===== config.mk =====
export PLATFORM = sky130hd
export DESIGN_NAME = rrsb_intercon
export DESIGN_NICKNAME = d
export VERILOG_FILES = /design/src/rrsb_pkg.sv /design/src/rrsb_intercon.sv /design/src/rrsb_arbiter.sv
export VERILOG_INCLUDE_DIRS = /design/src
export SDC_FILE = /design/constraint.sdc
export NUM_CORES = 1
export LEC_CHECK = 0
export BUFFER_PORTS_ARGS = -buffer_cell sky130_fd_sc_hd__buf_2
export CAP_MARGIN = 5
export CORE_AREA = 3 3 147 149
export DETAILED_ROUTE_END_ITERATION = 12
export DIE_AREA = 0 0 150 152
export PLACE_DENSITY_LB_ADDON = 0.05
export SYNTH_ARGS = -nofsm -noshare
export SYNTH_HDL_FRONTEND = slang
export SYNTH_SLANG_ARGS = --single-unit

===== constraint.sdc =====
create_clock -name core_clk -period 1.6 [get_ports core_clk]
set_clock_uncertainty 0.15 [all_clocks]
set_input_delay 0.16 -clock core_clk [delete_from_list [all_inputs] [get_ports core_clk]]
set_output_delay 0.16 -clock core_clk [all_outputs]
set_load 0.01 [all_outputs]

===== src/rrsb_regs.svh =====
// Constants for the round-robin shared bus interconnect.
// Assumes inclusion by bare name from the package and the design modules.
`ifndef RRSB_REGS_SVH
`define RRSB_REGS_SVH

// Bus geometry
`define RRSB_DAT_W 32
`define RRSB_ADR_W 5
`define RRSB_NLEV 4

// Slave select field of the address
`define RRSB_SEL_HI 4
`define RRSB_SEL_LO 3

// Slave address windows, inclusive bounds
`define RRSB_S0_LO 5'h00
`define RRSB_S0_HI 5'h07
`define RRSB_S1_LO 5'h08
`define RRSB_S1_HI 5'h0F
`define RRSB_S2_LO 5'h10
`define RRSB_S2_HI 5'h17
`define RRSB_S3_LO 5'h18
`define RRSB_S3_HI 5'h1F

// Reset values
`define RRSB_GNT_RST 4'h0
`define RRSB_PTR_RST 2'h0
`define RRSB_DAT_RST 32'h0000_0000
`define RRSB_ADR_RST 5'h00

`endif


===== src/rrsb_pkg.sv =====
// Types shared by the arbiter and the interconnect.
// Assumes rrsb_regs.svh is on the include path.
`include "rrsb_regs.svh"

package rrsb_pkg;
   typedef logic [1:0] rrsb_lvl_t;
   typedef logic [`RRSB_NLEV-1:0] rrsb_vec_t;
   typedef enum logic [0:0] {
      RRSB_IDLE,
      RRSB_OWNED
   } rrsb_arb_state_t;
endpackage


===== src/rrsb_intercon.sv =====
// Shared bus interconnect: four masters, four slaves, round-robin grant.
// Assumes masters and slaves are synchronous to core_clk and use only ack.
//
// Behaviour
// - Four equal levels, granted in strict rotation.
// - Dropped cycle advances pointer, grants next level.
// - Levels without request are skipped.
// - Data path 32 bits, address 5 bits.
// - Slave 0 at 0x00-0x07, 1 at 0x08-0x0F.
// - Slave 2 at 0x10-0x17, 3 at 0x18-0x1F.
// - No error or retry; ack ends cycles.
// - No byte-select lines are routed.
// - Grant one edge after cycle request on an idle bus.
// - Granted master's outputs muxed onto shared bus.
// - Acks OR-combined, only granted master sees them.
// - Decoder drives strobes; read data muxed back.
`include "rrsb_regs.svh"

module rrsb_intercon #(
   parameter int DAT_W = `RRSB_DAT_W,
   parameter int ADR_W = `RRSB_ADR_W
) (
   // Clock and reset
   input wire logic core_clk,
   input wire logic rst_b,
   // Master side requests
   input wire logic [`RRSB_NLEV-1:0] m_cyc,
   input wire logic [`RRSB_NLEV-1:0] m_stb,
   input wire logic [`RRSB_NLEV-1:0] m_we,
   input wire logic [`RRSB_NLEV-1:0][ADR_W-1:0] m_adr,
   input wire logic [`RRSB_NLEV-1:0][DAT_W-1:0] m_dat_wr,
   // Master side answers
   output logic [`RRSB_NLEV-1:0] m_gnt,
   output logic [`RRSB_NLEV-1:0] m_ack,
   output logic [DAT_W-1:0] m_dat_rd,
   // Shared slave bus
   output logic s_cyc,
   output logic s_we,
   output logic [ADR_W-1:0] s_adr,
   output logic [DAT_W-1:0] s_dat_wr,
   output logic [`RRSB_NLEV-1:0] s_stb,
   // Slave answers
   input wire logic [`RRSB_NLEV-1:0] s_ack,
   input wire logic [`RRSB_NLEV-1:0][DAT_W-1:0] s_dat_rd
);

   rrsb_pkg::rrsb_vec_t gnt;
   rrsb_pkg::rrsb_lvl_t gidx;
   logic gvld;

   logic s_cyc_r, s_cyc_nxt;
   logic s_we_r, s_we_nxt;
   logic [ADR_W-1:0] s_adr_r, s_adr_nxt;
   logic [DAT_W-1:0] s_dat_r, s_dat_nxt;
   rrsb_pkg::rrsb_vec_t s_stb_r, s_stb_nxt;
   rrsb_pkg::rrsb_vec_t m_ack_r, m_ack_nxt;
   logic [DAT_W-1:0] m_dat_r, m_dat_nxt;
   logic ack_any;
   logic owner_live;
   rrsb_pkg::rrsb_lvl_t rd_sel;

   // Address window to slave index, compared against the bounds
   function automatic rrsb_pkg::rrsb_lvl_t slave_of(
      input logic [ADR_W-1:0] a);
      rrsb_pkg::rrsb_lvl_t r;
      r = 2'h0;
      if (a >= `RRSB_S0_LO && a <= `RRSB_S0_HI) begin
         r = 2'h0;
      end
      if (a >= `RRSB_S1_LO && a <= `RRSB_S1_HI) begin
         r = 2'h1;
      end
      if (a >= `RRSB_S2_LO && a <= `RRSB_S2_HI) begin
         r = 2'h2;
      end
      if (a >= `RRSB_S3_LO && a <= `RRSB_S3_HI) begin
         r = 2'h3;
      end
      return r;
   endfunction

   rrsb_arbiter u_arb (
      .core_clk (core_clk),
      .rst_b (rst_b),
      .req (m_cyc),
      .gnt (gnt),
      .gnt_idx (gidx),
      .gnt_vld (gvld)
   );

   assign owner_live = gvld && m_cyc[gidx];
   // Only strobed slaves may terminate a cycle
   assign ack_any = |(s_ack & s_stb_r);
   assign rd_sel = slave_of(s_adr_r);

   always_comb begin
      s_cyc_nxt = 1'b0;
      s_we_nxt = s_we_r;
      s_adr_nxt = s_adr_r;
      s_dat_nxt = s_dat_r;
      s_stb_nxt = `RRSB_GNT_RST;
      m_ack_nxt = `RRSB_GNT_RST;
      m_dat_nxt = m_dat_r;
      if (owner_live) begin
         // Route the owner's outputs, no byte selects carried
         s_cyc_nxt = 1'b1;
         s_we_nxt = m_we[gidx];
         s_adr_nxt = m_adr[gidx];
         s_dat_nxt = m_dat_wr[gidx];
         // Strobe held off while an ack is still in flight
         if (m_stb[gidx] && !ack_any && !(|m_ack_r)) begin
            s_stb_nxt = rrsb_pkg::rrsb_vec_t'(
               4'h1 << slave_of(m_adr[gidx]));
         end
         if (ack_any) begin
            m_ack_nxt = gnt;
            m_dat_nxt = s_dat_rd[rd_sel];
         end
      end
   end

   always_ff @(posedge core_clk) begin
      if (!rst_b) begin
         s_cyc_r <= 1'b0;
         s_we_r <= 1'b0;
         s_adr_r <= ADR_W'(`RRSB_ADR_RST);
         s_dat_r <= DAT_W'(`RRSB_DAT_RST);
         s_stb_r <= `RRSB_GNT_RST;
         m_ack_r <= `RRSB_GNT_RST;
         m_dat_r <= DAT_W'(`RRSB_DAT_RST);
      end else begin
         s_cyc_r <= s_cyc_nxt;
         s_we_r <= s_we_nxt;
         s_adr_r <= s_adr_nxt;
         s_dat_r <= s_dat_nxt;
         s_stb_r <= s_stb_nxt;
         m_ack_r <= m_ack_nxt;
         m_dat_r <= m_dat_nxt;
      end
   end

   assign s_cyc = s_cyc_r;
   assign s_we = s_we_r;
   assign s_adr = s_adr_r;
   assign s_dat_wr = s_dat_r;
   assign s_stb = s_stb_r;
   assign m_ack = m_ack_r;
   assign m_dat_rd = m_dat_r;
   // Grant comes straight from the arbiter's register
   assign m_gnt = gnt;

endmodule


===== src/rrsb_arbiter.sv =====
// Four-level round-robin arbiter with a registered one-hot grant.
// Assumes requests are the masters' cycle signals, synchronous to core_clk.
`include "rrsb_regs.svh"

module rrsb_arbiter (
   // Clock and reset
   input wire logic core_clk,
   input wire logic rst_b,
   // Requests
   input wire rrsb_pkg::rrsb_vec_t req,
   // Grant
   output rrsb_pkg::rrsb_vec_t gnt,
   output rrsb_pkg::rrsb_lvl_t gnt_idx,
   output logic gnt_vld
);

   rrsb_pkg::rrsb_arb_state_t st_r, st_nxt;
   rrsb_pkg::rrsb_vec_t gnt_r, gnt_nxt;
   rrsb_pkg::rrsb_lvl_t idx_r, idx_nxt;
   rrsb_pkg::rrsb_lvl_t ptr_r, ptr_nxt;
   logic [2:0] pk;
   rrsb_pkg::rrsb_lvl_t start;

   // First requesting level at or after start; bit 2 flags a find
   function automatic logic [2:0] pick(input rrsb_pkg::rrsb_vec_t rq,
                                      input rrsb_pkg::rrsb_lvl_t st);
      logic [2:0] res;
      rrsb_pkg::rrsb_lvl_t lv;
      res = 3'h0;
      for (int i = 0; i < `RRSB_NLEV; i++) begin
         lv = rrsb_pkg::rrsb_lvl_t'(st + 2'(i));
         if (!res[2] && rq[lv]) begin
            res = {1'b1, lv};
         end
      end
      return res;
   endfunction

   always_comb begin
      st_nxt = st_r;
      gnt_nxt = gnt_r;
      idx_nxt = idx_r;
      ptr_nxt = ptr_r;
      start = ptr_r;
      pk = 3'h0;
      unique case (st_r)
         rrsb_pkg::RRSB_IDLE: begin
            pk = pick(req, ptr_r);
            if (pk[2]) begin
               st_nxt = rrsb_pkg::RRSB_OWNED;
               idx_nxt = pk[1:0];
               gnt_nxt = rrsb_pkg::rrsb_vec_t'(4'h1 << pk[1:0]);
            end
         end
         rrsb_pkg::RRSB_OWNED: begin
            if (!req[idx_r]) begin
               // Owner let go: turn to the next level
               start = rrsb_pkg::rrsb_lvl_t'(idx_r + 2'h1);
               ptr_nxt = start;
               pk = pick(req, start);
               if (pk[2]) begin
                  idx_nxt = pk[1:0];
                  gnt_nxt = rrsb_pkg::rrsb_vec_t'(4'h1 << pk[1:0]);
               end else begin
                  st_nxt = rrsb_pkg::RRSB_IDLE;
                  gnt_nxt = `RRSB_GNT_RST;
               end
            end
         end
      endcase
   end

   always_ff @(posedge core_clk) begin
      if (!rst_b) begin
         st_r <= rrsb_pkg::RRSB_IDLE;
         gnt_r <= `RRSB_GNT_RST;
         idx_r <= `RRSB_PTR_RST;
         ptr_r <= `RRSB_PTR_RST;
      end else begin
         st_r <= st_nxt;
         gnt_r <= gnt_nxt;
         idx_r <= idx_nxt;
         ptr_r <= ptr_nxt;
      end
   end

   assign gnt = gnt_r;
   assign gnt_idx = idx_r;
   assign gnt_vld = (st_r == rrsb_pkg::RRSB_OWNED);

endmodule


# == After elaboration in Yosys (flattened, before gate mapping) ==
# Index checks and enable logic that the tools add are counted.
# totals
regBits,88
input_bits,294
output_inout_bits,83
wordCells,149
# op_classes
n_addsub,7
magnitude_cmp,22
eq_ne,3
shift,3
n_mux,69
bitwise,3
reduce_logical,31
# op_table
op,n
$bmux W32 S2,2
$mux W32,2
$mux W3,20
$lt A2 B3 Y1 const B,10
$bmux W1 S2,11
$ge A5 B5 Y1 const B,4
$le A5 B5 Y1 const B,4
$mux W2,9
$mux W1,17
$logic_and A1 B1 Y1,15
$mux W4,3
$shl A1 B2 Y4 const A,3
$bmux W5 S2,1
$ge A5 B4 Y1 const B,2
$le A5 B4 Y1 const B,2
$reduce_and A3 Y1,3
$add A2 B2 Y2 const B,4
$logic_not A1 Y1,8
$pmux W4 S2,1
$reduce_or A4 Y1,2
$add A2 B1 Y2 const B,3
$reduce_and A2 Y1,3
$mux W5,1
$and A4 B4 Y4,1
other kinds (5),7

# == Longest topological paths before layout ==
# Gate-level depths: netlist (run 1).
# logic_depth
ltp_word,25
depth_mapped,7

# == By module ==
# A second synthesis (run 1) with hierarchy kept.
# unflattened
hier_cells,512
area_unflattened_um2,5426.5
# by_module_without_submodules
module,n_inst,cells_each,area_each_um2
rrsb_intercon,1,431,4757.1
rrsb_arbiter,1,81,669.4

# == Least setup slack after synthesis (run 1) ==
# Ideal clock, no wire load.
# synth_timing
path_kind,flip-flop to flip-flop
start,"register u_arb.idx_r[0], in the netlist u_arb.gnt_idx[0]"
end,"register u_arb.gnt_r[0], in the netlist u_arb.gnt[0]"
setup_ns,0.116
t_arrival_ns,1.505
slack_ns,-0.171
path_stages_with_launch,6
n_path_buf,0
cell_sequence,dfxtp_1 -> mux4_2 -> and2_4 -> a21oi_4 -> o221ai_2 -> o211a_1
# synth_via
elab_chain_cells,25
elab_cells_between_ends,38
classes_between,add/sub (4); eq/ne (1); shift (1); mux (25); reduce/logical (7)
# synth_lines
element,line,source
from (decl),rrsb_arbiter.sv:19,"rrsb_pkg::rrsb_lvl_t idx_r, idx_nxt;"
from (signal assigned),rrsb_arbiter.sv:77,idx_r <= `RRSB_PTR_RST;
from (signal assigned),rrsb_arbiter.sv:82,idx_r <= idx_nxt;
$add A2 B1 Y2,rrsb_arbiter.sv:58,start = rrsb_pkg::rrsb_lvl_t'(idx_r + 2'h1);
$bmux W1 S2,rrsb_arbiter.sv:32,if (!res[2] && rq[lv]) begin
$mux W1 (not written as such),rrsb_arbiter.sv:32,
$mux W3,rrsb_arbiter.sv:32,
$mux W3,rrsb_arbiter.sv:56,if (!req[idx_r]) begin
$mux W3,rrsb_arbiter.sv:46,unique case (st_r)
$logic_not A1 Y1,rrsb_arbiter.sv:32,
$logic_and A1 B1 Y1,rrsb_arbiter.sv:32,
[... 9 more ...],-,
$logic_and A1 B1 Y1,rrsb_arbiter.sv:32,
$mux W3,rrsb_arbiter.sv:32,
$mux W3,rrsb_arbiter.sv:56,
$mux W3,rrsb_arbiter.sv:46,
$shl A1 B2 Y4,rrsb_arbiter.sv:63,gnt_nxt = rrsb_pkg::rrsb_vec_t'(4'h1 << pk[1:0]);
$mux W4,rrsb_arbiter.sv:61,if (pk[2]) begin
$mux W4,rrsb_arbiter.sv:56,
$pmux W4 S2,rrsb_arbiter.sv:46,
to (signal assigned),rrsb_arbiter.sv:76,gnt_r <= `RRSB_GNT_RST;
to (signal assigned),rrsb_arbiter.sv:81,gnt_r <= gnt_nxt;
to (decl),rrsb_arbiter.sv:18,"rrsb_pkg::rrsb_vec_t gnt_r, gnt_nxt;"
# Several ways; a longest one is shown, not always the timed one. The select of a mux whose other input is x is not followed.
# A chain may end at the register's enable or synchronous reset.

# == Worst setup path after layout (run 1) ==
# layout_timing
start,"register u_arb.idx_r[1], in the netlist u_arb.gnt_idx[1]"
end,"register u_arb.idx_r[1], in the netlist u_arb.gnt_idx[1]"
# layout_via
elab_chain_cells,24
elab_cells_between_ends,38
classes_between,add/sub (4); eq/ne (2); mux (25); reduce/logical (7)
# layout_lines
element,line
$add A2 B1 Y2,rrsb_arbiter.sv:58
$bmux W1 S2,rrsb_arbiter.sv:32
$mux W1 (not written as such),rrsb_arbiter.sv:32
$mux W3,rrsb_arbiter.sv:32
$mux W3,rrsb_arbiter.sv:56
$mux W3,rrsb_arbiter.sv:46
$logic_not A1 Y1,rrsb_arbiter.sv:32
$logic_and A1 B1 Y1,rrsb_arbiter.sv:32
[... 8 more ...],-
$logic_not A1 Y1,rrsb_arbiter.sv:32
$logic_and A1 B1 Y1,rrsb_arbiter.sv:32
$mux W3,rrsb_arbiter.sv:32
$mux W3,rrsb_arbiter.sv:56
$mux W3,rrsb_arbiter.sv:46
$mux W2,rrsb_arbiter.sv:61
$mux W2,rrsb_arbiter.sv:56
$pmux W2 S2,rrsb_arbiter.sv:46
# Several ways; a longest one is shown, not always the timed one. The select of a mux whose other input is x is not followed.

==> impl_metrics.tcl, run 1 <==
set metrics [dict create \
    syn-cell-area_um2 5288 \
    grt_first_pass_wirelength_um 32760 \
    slew_violations 0 \
    drive_above_1_share_pct 67.21 \
    stdcell_count 1183 \
    synth-edff-count 0 \
    rrSetupSlack_ns -0.23 \
    violations "negative setup slack" \
    p_sw_share_pct 29.19 \
    rsz0062_at_grt "yes" \
    drv_cap 0 \
    worstSetupPathType "reg -> reg" \
    finalInstanceArea_um2 8876 \
    routed_wl_um 22980 \
    period_minus_slack_ns 1.834 \
    grt_pass1_vias 5923 \
    whs_path_depth 3 \
    rows 52 \
    synth_xor_xnor_area_share_pct 0 \
    ys_types 43 \
    tns_ns -13.22 \
    grt_overflow 0 \
    p_per_area_nw_per_um2 792.6 \
    clkSinkCount 88 \
    dieWidth_um 150 \
    min_from "m_adr[14]" \
    yosys_warnings 0 \
    cts_tree "built" \
    cts_buffers 9 \
    p_leak_nw 3.950 \
    synth_compound_gate_area_share_pct 15.29 \
    r2r-start "u_arb.gnt_idx[1]" \
    htree_levels 3 \
    fin_nets 1201 \
    portBuffers 376 \
    hold_path.class "in -> reg" \
    ys_ff_latch 88 \
    final_util_pct 43.73 \
    yosys.area_share.adder_pct 0 \
    wl_per_cell_um 19.42 \
    cts.clk_slew.worst_paths_ns 0.07 \
    die_h_um 152 \
    synthArstFlopShare_pct 0 \
    grt.total_usage_pct 18.27 \
    place_hpwl_um 16590 \
    period_share_pct 114.6 \
    tightest_slew_ns 0.3326 \
    vias 5630 \
    yosysTopAreaCellShare_pct 33.32 \
    drt_pass1_iterations 4 \
    power.internal_mw 4.982 \
    end_kind "register" \
    place_ws_ns -0.4135 \
    start_kind "register" \
    dpl_cell_area_um2 7630 \
    synth_top_family_by_area "multiplexers" \
    seqPwrFrac_pct 34.4 \
    dieArea_um2 22800 \
    relSlewSlack_pct 77.83 \
    reg2reg_depth 7 \
    setup_violations 85 \
    peakVddDrop_v 0.0005544 \
    grt_max_degree 87 \
    finalHoldViolCount 0 \
    synth-simple-area-share_pct 14.79 \
    arrival_ns 1.91 \
    synthFlopType "dfxtp_1" \
    initial_core_util_pct 26.05 \
    place_congestion 0.7634 \
    dpl.cell_count 1142 \
    synth_top_cell_by_area "dfxtp_1" \
    fmax_mhz 545.2 \
    cts_root_buf "clkbuf_16" \
    syn_area_per_cell_um2 10.47 \
    yosysMostFrequentCell "nand2_1" \
    outcome "finished with violations" \
    postSynthCellCount 505 \
    fillers 2015 \
    worst-path-max-fanout 10 \
    ant_nets 0 \
    viasPerCell 4.759 \
    core-area_um2 20300 \
    antenna_found_initial 2 \
    cp.required_ns 1.68 \
    drtIter0Drc 222 \
    timing.final.ws_setup_ns -0.2343 \
    synthTopCellsByArea "dfxtp_1 (33%), mux4_2 (31%), nand2_1 (11%)" \
    netlist_top_cells_count "nand2_1 (149), dfxtp_1 (88), mux4_2 (72)" \
    drc 0 \
    clockBufferDepth 2 \
    synthMuxAreaShare_pct 31.42 \
    seq_area_frac_synth_pct 33.32 \
    clkLatencyLatePin_ns 0.34 \
    io_pins 377 \
    timing.rr.end "u_arb.gnt_idx[1]" \
    syn_to_final_growth_pct 67.87 \
    p_clk_share_pct 31.6 \
    synth_fp_nets 799 \
    power_switching_mw 2.053 \
    p_comb_share_pct 33.9 \
    min_to "s_stb[1]" \
]
-- routing by layer --
layer / track usage (%) / vias up / share of wire [%]
met5: 0 / - / 0.12
met1: 22.42 / 2748 / 42
li1: - / 2672 / -
met2: 32.85 / 187 / 51
met4: 3.834 / 4 / 1.1
met3: 3.783 / 19 / 5.9
-- placed cells by master (no fill, tap or decap), drive strengths merged --
cell and count:
a21boi 71, a21o 2, a21oi 11, a22o 1, a22oi 3, a31oi 2
a32oi 2, and2 2, and3 5, and3b 1, buf 428, bufbuf 1
bufinv 1, clkbuf 18, clkinv 2, clkinvlp 1, dfxtp 88, diode 1
inv 5, mux2i 4, mux4 72, nand2 151, nand2b 6, nand3 2
nand3b 1, nor2 6, nor2b 2, nor3 3, nor4 1, nor4b 2
o211a 4, o21ai 3, o221ai 3, o22a 2, o22ai 1, o31ai 2
or2 1, or3 1, or4 1
-- timing repair --
action	CTS	global route
resized for setup	46	107
endpoints found under the setup margin	85	85
pin swaps	7	72
hold buffers	0	0
setup buffers	7	4
gates cloned	5	9
-- how the worst max path moves through the flow --
stage / endpoint / from / cells after the start
finish: u_arb.gnt_idx[1] / u_arb.gnt_idx[1] / 7
global route: u_arb.gnt[0] / u_arb.gnt_idx[0] / 6
CTS: u_arb.gnt_idx[1] / u_arb.gnt_idx[0] / 6
detailed placement: m_dat_rd[23] / u_arb.gnt_idx[0] / 5
global placement: m_dat_rd[26] / u_arb.gnt_idx[0] / 5
floorplan: u_arb.gnt[0] / u_arb.gnt_idx[0] / 5
-- critical path, cell delays in order, from the launching register on --
cell     delay [ns]
dfxtp_2        0.34
buf_12         0.15
buf_12         0.12
mux2i_2        0.15
a22o_1         0.22
o211a_1        0.14
or2_1          0.24
o211a_1        0.22
-- flip-flops by register name (all words and copies together), names as in the netlist, 2 cells and up --
| name | cells |
|---|---|
| m_dat_rd | 32 |
| m_ack | 4 |
| s_dat_wr | 32 |
| u_arb.gnt_idx | 2 |
| s_stb | 4 |
| u_arb.gnt | 4 |
| s_adr | 5 |
| u_arb.ptr_r | 2 |
-- layout make-up --
class	count	area [um2]	area share [%]
Inverter	4	15.01	0.1692
Timing Repair Buffer	436	2749	30.97
Clock inverter	5	63.81	0.7189
Multi-Input combinational cell	368	3690	41.57
Sequential cell	88	1765	19.89
Clock buffer	11	252.7	2.847
Antenna cell	1	2.502	0.02819
Tap cell	270	337.8	3.806
-- power groups by stage --
stage | sequential [mW] | combinational [mW] | clock [mW]
finish | 2.42 | 2.39 | 2.23
global placement | 2.45 | 1.98 | 0
floorplan | 2.50 | 1.13 | 0
CTS | 2.41 | 2.23 | 2.30
detailed placement | 2.45 | 2.00 | 0
global route | 2.44 | 2.57 | 2.38
-- cells by family after synthesis --
logic type,Yosys count
simple gates,185
compound gates,106
flops,88
mux,76
buf+inv,50
-- stage by stage --
| stage | hold slack [ns] | total power, mW |
|---|---|---|
| 2_1_floorplan | 0.1751 | 3.630 |
| 3_5_place_dp | 0.2946 | 4.451 |
| 6_report | 0.1375 | 7.035 |
| 5_1_grt | 0.1395 | 7.382 |
| 4_1_cts | 0.1105 | 6.938 |
| 3_3_place_gp | 0.2911 | 4.434 |
Note: power is estimated with default switching activity, not from simulation.
==> inputs of run 2 (changes only) <==
--- a/config.mk
+++ b/config.mk
@@ -11,7 +11,7 @@
 export CORE_AREA = 3 3 147 149
 export DETAILED_ROUTE_END_ITERATION = 12
 export DIE_AREA = 0 0 150 152
-export PLACE_DENSITY_LB_ADDON = 0.05
+export PLACE_DENSITY_LB_ADDON = 0.25
 export SYNTH_ARGS = -nofsm -noshare
 export SYNTH_HDL_FRONTEND = slang
 export SYNTH_SLANG_ARGS = --single-unit
==> impl_metrics.tcl, run 2 (synthesized netlist as in run 1, its figures left out) <==
set metrics [dict create \
    dieArea_um2 22800 \
    hold_path.class "in -> reg" \
    layout_commonest_cell "buf_2" \
    power_switching_mw 2.038 \
    clockBufferDepth 2 \
    dpl.cell_count 1145 \
    drv_cap 0 \
    rows 52 \
    dpl_cell_area_um2 7667 \
    p_comb_share_pct 32.9 \
    rsz0062_at_grt "yes" \
    period_share_pct 121.0 \
    routed_wl_um 22320 \
    drtIter0Drc 208 \
    p_per_area_nw_per_um2 834.4 \
    final_cell_mix "buf_2 (376), nand2_1 (149), dfxtp_1 (84), mux4_2 (72), a21boi_1 (62)" \
    highest_layer "met5" \
    vias 5649 \
    wl_met1_um 7994 \
    arrival_ns 2.03 \
    finalInstanceArea_um2 8618 \
    fin_nets 1206 \
    slew_violations 0 \
    drc 0 \
    grt.total_usage_pct 17.99 \
    start_kind "register" \
    cts_tree "built" \
    grt_first_pass_wirelength_um 31830 \
    outcome "finished with violations" \
    end_kind "register" \
    place_congestion 0.8151 \
    place_hpwl_um 16130 \
    cts_hold_buf 0 \
    setup_violations 84 \
    dieWidth_um 150 \
    grt_overflow 0 \
    cts.clk_slew.worst_paths_ns 0.07 \
    cts_buffers 9 \
    stdcell_count 1188 \
    viasPerCell 4.755 \
    worst-path-max-fanout 7 \
    die_h_um 152 \
    period_minus_slack_ns 1.937 \
    timing.final.ws_setup_ns -0.3367 \
    grt_max_degree 87 \
    p_clk_share_pct 33.7 \
    htree_levels 3 \
    core-area_um2 20300 \
    cp.required_ns 1.69 \
    wl_per_cell_um 18.79 \
    finalHoldViolCount 0 \
    critical-path-max-stage-delay_ns 0.52 \
    fmax_mhz 516.3 \
    ant_nets 0 \
    p_leak_nw 3.932 \
    violations "negative setup slack" \
    path_cells "mux4_2 -> buf_6 -> and2_4 -> a21oi_4 -> o221ai_2 -> o211a_1" \
    power.internal_mw 5.154 \
    clkLatencyLatePin_ns 0.35 \
    antenna_found_initial 5 \
    p_sw_share_pct 28.33 \
    peakVddDrop_v 0.0004579 \
    initial_core_util_pct 26.05 \
    portBuffers 376 \
    tns_ns -22.46 \
    fillers 2061 \
    routed-wl-met3_um 1708 \
    slowest_stage "mux4_2" \
    drive_above_1_share_pct 60.41 \
    relSlewSlack_pct 71.39 \
    grt_pass1_vias 5796 \
    cts_root_buf "clkbuf_16" \
    drt_pass1_iterations 4 \
    worstSetupPathType "reg -> reg" \
    seqPwrFrac_pct 33.4 \
    tightest_slew_ns 0.4292 \
    io_pins 377 \
    clkSinkCount 88 \
    syn_to_final_growth_pct 62.99 \
    wl_met2_um 11890 \
]
[run 2: per-stage QoR]
step	worst slack (ns)	utilization (%)	hold WS (ns)	total power, mW
detailed placement	-0.4385	37.77	0.2915	4.476
CTS	-0.3341	41.10	0.1119	7.193
global route	-0.4148	42.46	0.1346	7.558
floorplan	-0.1298	-	0.1751	3.630
global placement	-0.3563	37.77	0.2886	4.464
finish	-0.3367	42.46	0.1245	7.192
[run 2: critical path, delay by kind of cell (launching register included)]
family	cells	cell delay (ns)
simple gates	1	0.18
compound gates	3	0.49
buf+inv	1	0.13
mux	1	0.52
flops	1	0.36
[run 2: per-layer routing]
layer | vias to the layer above | track usage, %
li1 | 2681 | -
met1 | 2670 | 18.94
met2 | 258 | 34.18
met3 | 36 | 4.170
met4 | 4 | 6.710
met5 | - | 0
[run 2: path summary, 6_finish.rpt]
path / from / endpoint / slack [ns] / cells past startpoint
worst min register to register: m_dat_rd[6] / m_dat_rd[6] / 0.30 / 2
worst min-delay path: m_dat_wr[66] / s_dat_wr[2] / 0.12 / 4
worst max register to register: u_arb.gnt_idx[0] / u_arb.gnt[0] / -0.34 / 6
worst max-delay path: u_arb.gnt_idx[0] / u_arb.gnt[0] / -0.34 / 6
[run 2: repair_timing]
action,4_1_cts,5_1_grt
pin swaps,3,13
endpoints found under the hold margin,0,0
endpoints found under the setup margin,84,85
gates resized for setup,37,21
cloned,5,8
setup buffers,12,2
[run 2: cell type report]
| class | instances | area [um2] | share of cell area (%) |
|---|---|---|---|
| Antenna cell | 1 | 2.502 | 0.02904 |
| Clock buffer | 11 | 252.7 | 2.933 |
| Clock inverter | 5 | 86.33 | 1.002 |
| Inverter | 4 | 15.01 | 0.1742 |
| Multi-Input combinational cell | 368 | 3362 | 39.01 |
| Sequential cell | 88 | 1772 | 20.56 |
| Tap cell | 270 | 337.8 | 3.920 |
| Timing Repair Buffer | 441 | 2790 | 32.38 |
[run 2: power by group through the flow]
stage | Combinational (mW) | Sequential (mW) | Clock (mW)
5_1_grt | 2.56 | 2.42 | 2.58
4_1_cts | 2.28 | 2.40 | 2.51
6_report | 2.37 | 2.40 | 2.42
2_1_floorplan | 1.13 | 2.50 | 0
3_3_place_gp | 2.02 | 2.45 | 0
3_5_place_dp | 2.02 | 2.45 | 0
